### config.mk
export PLATFORM = sky130hd
export DESIGN_NAME = iec_top
export DESIGN_NICKNAME = d
export VERILOG_FILES = /design/src/hdl/iec_pkg.sv /design/src/hdl/iec_top.sv /design/src/hdl/iec_edge_detect.sv
export VERILOG_INCLUDE_DIRS = /design/src /design/src/hdl
export SDC_FILE = /design/constraint.sdc
export NUM_CORES = 1
export LEC_CHECK = 0
export BUFFER_PORTS_ARGS = -buffer_cell sky130_fd_sc_hd__buf_4
export CAP_MARGIN = 20
export CORE_MARGIN = 2
export CORE_UTILIZATION = 51
export CTS_BUF_LIST = sky130_fd_sc_hd__clkbuf_4 sky130_fd_sc_hd__clkbuf_8
export DETAILED_ROUTE_END_ITERATION = 16
export GPL_TIMING_DRIVEN = 0
export PLACE_DENSITY = 0.79
export SYNTH_ARGS = -nofsm -noshare
export SYNTH_HDL_FRONTEND = slang
export SYNTH_SLANG_ARGS = --single-unit
### constraint.sdc
create_clock -name pclk -period 2.3 [get_ports pclk]
set_input_delay 0.46 -clock pclk [delete_from_list [all_inputs] [get_ports pclk]]
set_output_delay 0.46 -clock pclk [all_outputs]
set_load 0.03 [all_outputs]
### src/hdl/iec_regs.svh
/*
  register indexes, field positions, reset values and widths for the
  interrupt enable and edge select block.
  assumes: included by bare name; definitions only.
*/
`ifndef IEC_REGS_SVH
`define IEC_REGS_SVH

// printed offsets are not all multiples of four: these are indexes
`define IEC_IDX_PEND_A      8'h02
`define IEC_IDX_PEND_B      8'h03
`define IEC_IDX_PEND_C      8'h04
`define IEC_IDX_MASK_A      8'h05
`define IEC_IDX_MASK_B      8'h06
`define IEC_IDX_MASK_C      8'h07
`define IEC_IDX_EDGE_SEL    8'h11
`define IEC_IDX_CORE        8'h12

`define IEC_RST_MASK        8'h00
`define IEC_RST_EDGE        8'h00
`define IEC_MASK_C_VALID    8'h7F
`define IEC_EDGE_VALID      8'h03
`define IEC_LINE0_BIT       0
`define IEC_LINE1_BIT       1
`define IEC_PEND_A_LINE0    2
`define IEC_PEND_A_LINE1    3
`define IEC_CORE_INHIBIT    0
`define IEC_NSRC            23

`endif

### src/hdl/iec_pkg.sv
/*
  types shared by the interrupt enable and edge select block.
  assumes: compiled before any module that names it.
*/
`default_nettype none
package iec_pkg;
  typedef logic [7:0] iec_byte_t;

  typedef struct packed {
    iec_byte_t mask_a;
    iec_byte_t mask_b;
    iec_byte_t mask_c;
    iec_byte_t edge_sel;
    iec_byte_t pend_a;
    iec_byte_t pend_b;
    iec_byte_t pend_c;
    logic      inhibit;
    logic      svc_req;
    logic [4:0] svc_idx;
    logic [31:0] rdata;
  } iec_state_t;

  // one edge detector: last line level, and whether one level has been seen
  typedef struct packed {
    logic line_prev;
    logic primed;
  } iec_edge_state_t;
endpackage
`default_nettype wire

### src/hdl/iec_top.sv
/*
  interrupt enable and external edge select block with apb register access.
  holds three enable groups, the edge select register, the pending groups
  they gate, and the poll logic that raises a service request.
  assumes: apb master clocked by pclk; source events are one-cycle pulses
  synchronous to pclk; the core pulses poll before each instruction.
*/
`timescale 1ns/1ps
`default_nettype none
`include "iec_regs.svh"
module iec_top (
  input  wire logic        pclk,
  input  wire logic        presetn,
  input  wire logic        psel,
  input  wire logic        penable,
  input  wire logic        pwrite,
  input  wire logic [31:0] paddr,
  input  wire logic [31:0] pwdata,
  input  wire logic [3:0]  pstrb,
  output logic [31:0]      prdata,
  output logic             pready,
  output logic             pslverr,
  input  wire logic        ext_irq_line_zero,
  input  wire logic        ext_irq_line_one,
  input  wire logic [22:0] src_event,
  input  wire logic        poll,
  input  wire logic        service_ack,
  output logic             svc_req,
  output logic [4:0]       svc_idx,
  output logic             irq
);
  iec_pkg::iec_state_t s_q;
  iec_pkg::iec_state_t s_d;
  logic                hit0;
  logic                hit1;

  // combined 23-bit views, bit 0 is highest priority
  function automatic logic [22:0] pack23(input iec_pkg::iec_byte_t a,
                                         input iec_pkg::iec_byte_t b,
                                         input iec_pkg::iec_byte_t c);
    pack23 = {c[6:0], b, a};
  endfunction

  // byte address to register index; unaligned or out of range gives 8'hFF
  function automatic logic [7:0] reg_index(input logic [31:0] addr);
    if (addr[1:0] != 2'b00 || addr[31:10] != 22'h0) begin
      reg_index = 8'hFF;
    end else begin
      reg_index = addr[9:2];
    end
  endfunction

  // first set bit, lowest index wins
  function automatic logic [4:0] first_set(input logic [22:0] v);
    first_set = 5'h00;
    for (int i = `IEC_NSRC - 1; i >= 0; i--) begin
      if (v[i]) begin
        first_set = i[4:0];
      end
    end
  endfunction

  iec_edge_detect u_edge0 (
    .pclk       (pclk),
    .presetn    (presetn),
    .line       (ext_irq_line_zero),
    .rising_sel (s_q.edge_sel[`IEC_LINE0_BIT]),
    .hit        (hit0)
  );

  iec_edge_detect u_edge1 (
    .pclk       (pclk),
    .presetn    (presetn),
    .line       (ext_irq_line_one),
    .rising_sel (s_q.edge_sel[`IEC_LINE1_BIT]),
    .hit        (hit1)
  );

  logic        wr_acc;
  logic        rd_acc;
  logic [7:0]  idx;
  logic [22:0] pend_now;
  logic [22:0] mask_now;
  logic [22:0] seen;
  logic [22:0] events;
  logic [22:0] wr_clr;
  logic [22:0] svc_clr;
  logic [22:0] pend_nx;
  logic        mapped;

  // zero wait state slave: every access completes in its first access cycle
  assign pready  = 1'b1;
  assign wr_acc  = psel & penable & pwrite;
  assign rd_acc  = psel & ~pwrite & ~penable;
  assign idx     = reg_index(paddr);
  assign mapped  = (idx == `IEC_IDX_PEND_A) || (idx == `IEC_IDX_PEND_B)
                || (idx == `IEC_IDX_PEND_C) || (idx == `IEC_IDX_MASK_A)
                || (idx == `IEC_IDX_MASK_B) || (idx == `IEC_IDX_MASK_C)
                || (idx == `IEC_IDX_EDGE_SEL) || (idx == `IEC_IDX_CORE);
  assign pslverr = psel & penable & ~mapped;
  assign prdata  = s_q.rdata;
  assign svc_req = s_q.svc_req;
  assign svc_idx = s_q.svc_idx;

  // gating of requests by their enables, the view the core polls
  assign pend_now = pack23(s_q.pend_a, s_q.pend_b, s_q.pend_c);
  assign mask_now = pack23(s_q.mask_a, s_q.mask_b, s_q.mask_c);
  assign seen     = pend_now & mask_now;
  assign irq      = (|seen) & ~s_q.inhibit;

  // external line hits land on their fixed positions in group a
  always_comb begin
    events = src_event;
    events[`IEC_PEND_A_LINE0] = src_event[`IEC_PEND_A_LINE0] | hit0;
    events[`IEC_PEND_A_LINE1] = src_event[`IEC_PEND_A_LINE1] | hit1;
  end

  // clear masks: a written zero clears, a written one keeps
  always_comb begin
    wr_clr = 23'h0;
    if (wr_acc && pstrb[0]) begin
      unique case (idx)
        `IEC_IDX_PEND_A: wr_clr[7:0]   = ~pwdata[7:0];
        `IEC_IDX_PEND_B: wr_clr[15:8]  = ~pwdata[7:0];
        `IEC_IDX_PEND_C: wr_clr[22:16] = ~pwdata[6:0];
        default:         wr_clr        = 23'h0;
      endcase
    end
    svc_clr = 23'h0;
    if (service_ack && s_q.svc_req) begin
      svc_clr[s_q.svc_idx] = 1'b1;
    end
  end

  // an event in the cycle of its clear wins over the clear
  assign pend_nx = (pend_now & ~wr_clr & ~svc_clr) | events;

  // next state of every register
  always_comb begin
    s_d = s_q;
    s_d.pend_a = pend_nx[7:0];
    s_d.pend_b = pend_nx[15:8];
    s_d.pend_c = {1'b0, pend_nx[22:16]};
    if (wr_acc && pstrb[0]) begin
      unique case (idx)
        `IEC_IDX_MASK_A:   s_d.mask_a   = pwdata[7:0];
        `IEC_IDX_MASK_B:   s_d.mask_b   = pwdata[7:0];
        `IEC_IDX_MASK_C:   s_d.mask_c   = pwdata[7:0] & `IEC_MASK_C_VALID;
        `IEC_IDX_EDGE_SEL: s_d.edge_sel = pwdata[7:0] & `IEC_EDGE_VALID;
        `IEC_IDX_CORE:     s_d.inhibit  = pwdata[`IEC_CORE_INHIBIT];
        default:           s_d.inhibit  = s_q.inhibit;
      endcase
    end
    // taking service sets the inhibit flag so nothing nests
    if (service_ack && s_q.svc_req) begin
      s_d.inhibit = 1'b1;
    end
    // poll before an instruction: first enabled, uninhibited request
    if (poll) begin
      s_d.svc_req = (|seen) & ~s_q.inhibit;
      s_d.svc_idx = first_set(seen);
    end else if (service_ack) begin
      s_d.svc_req = 1'b0;
    end
    // read data captured in setup so it is stable through the access phase
    if (rd_acc) begin
      unique case (idx)
        `IEC_IDX_PEND_A:   s_d.rdata = {24'h0, s_q.pend_a};
        `IEC_IDX_PEND_B:   s_d.rdata = {24'h0, s_q.pend_b};
        `IEC_IDX_PEND_C:   s_d.rdata = {24'h0, s_q.pend_c};
        `IEC_IDX_MASK_A:   s_d.rdata = {24'h0, s_q.mask_a};
        `IEC_IDX_MASK_B:   s_d.rdata = {24'h0, s_q.mask_b};
        `IEC_IDX_MASK_C:   s_d.rdata = {24'h0, s_q.mask_c};
        `IEC_IDX_EDGE_SEL: s_d.rdata = {24'h0, s_q.edge_sel};
        `IEC_IDX_CORE:     s_d.rdata = {31'h0, s_q.inhibit};
        default:           s_d.rdata = 32'h0;
      endcase
    end
  end

  // the single state register
  always_ff @(posedge pclk or negedge presetn) begin
    if (!presetn) begin
      s_q          <= '0;
      s_q.mask_a   <= `IEC_RST_MASK;
      s_q.mask_b   <= `IEC_RST_MASK;
      s_q.mask_c   <= `IEC_RST_MASK;
      s_q.edge_sel <= `IEC_RST_EDGE;
      s_q.inhibit  <= 1'b1;
    end else begin
      s_q <= s_d;
    end
  end
endmodule
`default_nettype wire

### src/hdl/iec_edge_detect.sv
/*
  one external interrupt line: selectable edge detector.
  assumes: line is already synchronous to pclk.
*/
`timescale 1ns/1ps
`default_nettype none
module iec_edge_detect (
  input  wire logic pclk,
  input  wire logic presetn,
  input  wire logic line,
  input  wire logic rising_sel,
  output logic      hit
);
  iec_pkg::iec_edge_state_t e_q;
  iec_pkg::iec_edge_state_t e_d;

  // next state: remember this cycle's level, armed after the first sample
  always_comb begin
    e_d           = e_q;
    e_d.line_prev = line;
    e_d.primed    = 1'b1;
  end

  // reset cannot load the live level, so no edge counts until one is seen
  always_ff @(posedge pclk or negedge presetn) begin
    if (!presetn) begin
      e_q.line_prev <= 1'b1;
      e_q.primed    <= 1'b0;
    end else begin
      e_q <= e_d;
    end
  end

  // falling edge when select is 0, rising when 1
  assign hit = e_q.primed & (rising_sel ? (line & ~e_q.line_prev)
                                        : (~line & e_q.line_prev));
endmodule
`default_nettype wire

==> results.md <==
* Tcrit/Tclk final at 99.61%
* Post-Route WL at 12.57 mm
* MaxCap Viol Count at 0
* Pre-antenna DRT Iters at 6
* Core area at 7647 um^2
* Met2 wire length at 6.136 mm
* CTS root buffer: clkbuf_8
* Ys async rst share at 100.0%
* Number of enable flip-flop cells after synthesis at 0
* Peak supply drop at 332.5 uV
* RSZ-0062 raised after global routing: true
* Synth warn at 0
* Synth Cell Area at 3966 um^2
* Die width at 92.19 um
* FMAX at 436.5 MHz
* Final cell count without fillers at 657
* Multi-input gate area at 2157 um^2
* Setup violators final at 0
* Routed length per instance at 19.13 um
* Ys flop type: dfrtp_1
* Register area at 1657 um^2
* HP Class: input pin to asynchronous set/reset pin
* Shortest period the worst path allows at 2291 ps
* # diodes at 0
* Initial Util at 51.87%
* I/O pin cnt at 141
* WP data arrival at 1830 ps
* First-pass GRT wire length at 19.17 mm
* Worst Skew at 7.651 ps
* Commonest cells in the netlist: dfrtp_1 (63), nand2_1 (46), a21oi_1 (41)
* Number of fill cells at 601
* Syn avg cell area at 9.745 um^2
* Critical Path Start: mask_now[21]
* Largest net degree at the start of global routing at 67
* Post-synthesis cell count at 407
* Register area share after synthesis at 41.74%
* Top-count cell post-synth: dfrtp_1
* Layout Nets at 650
* Synth Register Bits at 66
* Layout cells sized above 1 at 41.26%
* Sw power at 0.0006320 W
* Placed inst area at 4855 um^2
* Clock latency on the worst-skew pair at 350 ps
* Power Density at 466.3 nW/um^2
* Port Buffers at 88
* Critical path capture point type: primary output
* Dpl cells at 622
* Final hold violations at 0
* Clock H-tree levels at 3
* Internal at 0.001869 W
* Clock power frac at 40.3%
* Vias in the first global route at 3643
* CTS Buf Count at 9
* Critical Path Start Type: flop
* # hold bufs at CTS at 0
* Final Cell Area at 5364 um^2
* Power Total at 0.002501 W
* # clock sinks at 66
* Iter 0 DRT Violations at 462
* Slew headroom at 30.57%
* Synth top area share at 39.75%
* Area growth syn-to-layout at 35.24%
* Dpl hpwl at 9.351 mm
* Slew Limit Fails at 0
* Via count at 3950
* Max Used Layer: met4
* Clk pin slew, worst setup/hold paths at 70 ps
* Most area-consuming cells after synthesis: dfrtp_1 (40%), buf_4 (7.2%), mux2_2 (5.4%)
* Met3 wire len at 1.187 mm
* DRC errors left at 0
* Net Sw Frac at 25.27%
* Critical path required time at 1840 ps
* Setup TNS Final at 0 ps
* Synth area leader: dfrtp_1
* Critical-path maximum fanout at 3
* Power share of the combinational group at 13.1%
* DIE AREA at 8498 um^2
* Origin of the critical flop-to-flop path: pend_now[15]
* CTS Buffer Depth at 2
* Gr usage total at 29.56%
* Via/cell ratio at 6.012
* CTS tree: built
* Status: finished, final reports clean
* M1 WL at 4.937 mm
* Worst-Margin Slew at 1034 ps
* Worst Setup Path Type: flop to primary output
* Grt ovf at 0
* Die H at 92.19 um
* Unique cell type count in the Yosys netlist at 50
* Lkg Pwr at 2.399 nW
* Sequential share of power at 46.6%
* Initial antenna violation count at 0
* FF-to-FF setup slack at 130 ps
* Placer congestion estimate at 0.9861
* Post-DRT Antenna Nets at 0
* Row Count at 32
-- registers in the layout, indices dropped and copies added, names as in the netlist --
signal       count
pend_now        23
prdata           8
u_edge0.e_q      1
svc_req          1
u_edge1.e_q      2
svc_idx          5
mask_now        23
s_q              3
-- what timing repair did --
item	CTS	global route
setup endpoints to repair	2	10
pin swaps	4	12
setup buffers	10	11
resized for setup	8	21
cloned	0	1
-- power by group through the flow --
stage	combinational (W)	sequential, W	clock, W
final	0.000327	0.00117	0.00101
after global routing	0.000349	0.00117	0.00106
after CTS	0.000312	0.00117	0.00101
after detailed placement	0.000311	0.00119	0
after global placement	0.000306	0.00119	0
after floorplan	0.000146	0.00119	0
-- cell families after synthesis --
logic type	share of synthesized area, %
and+or+nand+nor	18.27
AOI/OAI and AO/OA	17.95
DFF	41.74
buffers and inverters	9.463
muxes	12.40
other	0.1893
-- per-stage QoR --
stage                     utilization (%)  setup WS (ps)  hold WS, ps
final                               70.14          9.047        226.5
after global placement              63.35         -501.3        461.4
after detailed placement            63.48         -247.1        468.0
after global routing                70.14         -101.1        235.7
after CTS                           67.47          3.483        230.6
after floorplan                         -          23.47        164.4
-- worst max-delay path: stages (launching register included) --
cell	delay, ps
dfrtp_1	410
a222oi_1	430
inv_1	140
nor3_4	250
a21oi_2	110
buf_6	150
-- cell type report --
type	instances	area share, %
Multi-Input combinational cell	307	40.21
Sequential cell	66	30.88
Timing Repair Buffer	110	15.84
Buffer	52	6.671
Clock buffer	13	2.986
Tap cell	102	2.379
Clock inverter	3	0.7464
Inverter	4	0.2799
-- final timing paths --
path / end / cells past startpoint
setup / recovery: irq / 5
hold / removal: pend_now[2] / 1
max in group asynchronous: pend_now[15] / 1
setup reg to reg: svc_idx[4] / 13
min in group pclk: u_edge1.e_q[1] / 1
hold reg to reg: prdata[2] / 2
-- cell usage in the layout (no fill, tap or decap), types with 6 or more instances in the layout --
cell | synthesis | final
a21oi_1 | 41 | 40
a222oi_1 | 7 | 7
buf_4 | 38 | 145
clkbuf_1 | 11 | 10
clkbuf_8 | 0 | 10
conb_1 | 2 | 26
dfrtp_1 | 63 | 62
mux2_2 | 19 | 19
mux2_4 | 8 | 8
mux4_2 | 7 | 7
nand2_1 | 46 | 43
nand3_1 | 10 | 9
nand4_1 | 8 | 8
nor2_1 | 11 | 11
nor3_1 | 27 | 26
o21a_1 | 6 | 6
o21ai_0 | 11 | 10
o31ai_1 | 6 | 6
-- routing by layer --
metal / vias up / GRT usage [%]
met4: 0 / 10.82
met3: 36 / 5.012
li1: 1760 / -
met5: - / 0
met2: 244 / 48.22
met1: 1910 / 39.84
Power figures use the tool's default switching activity.
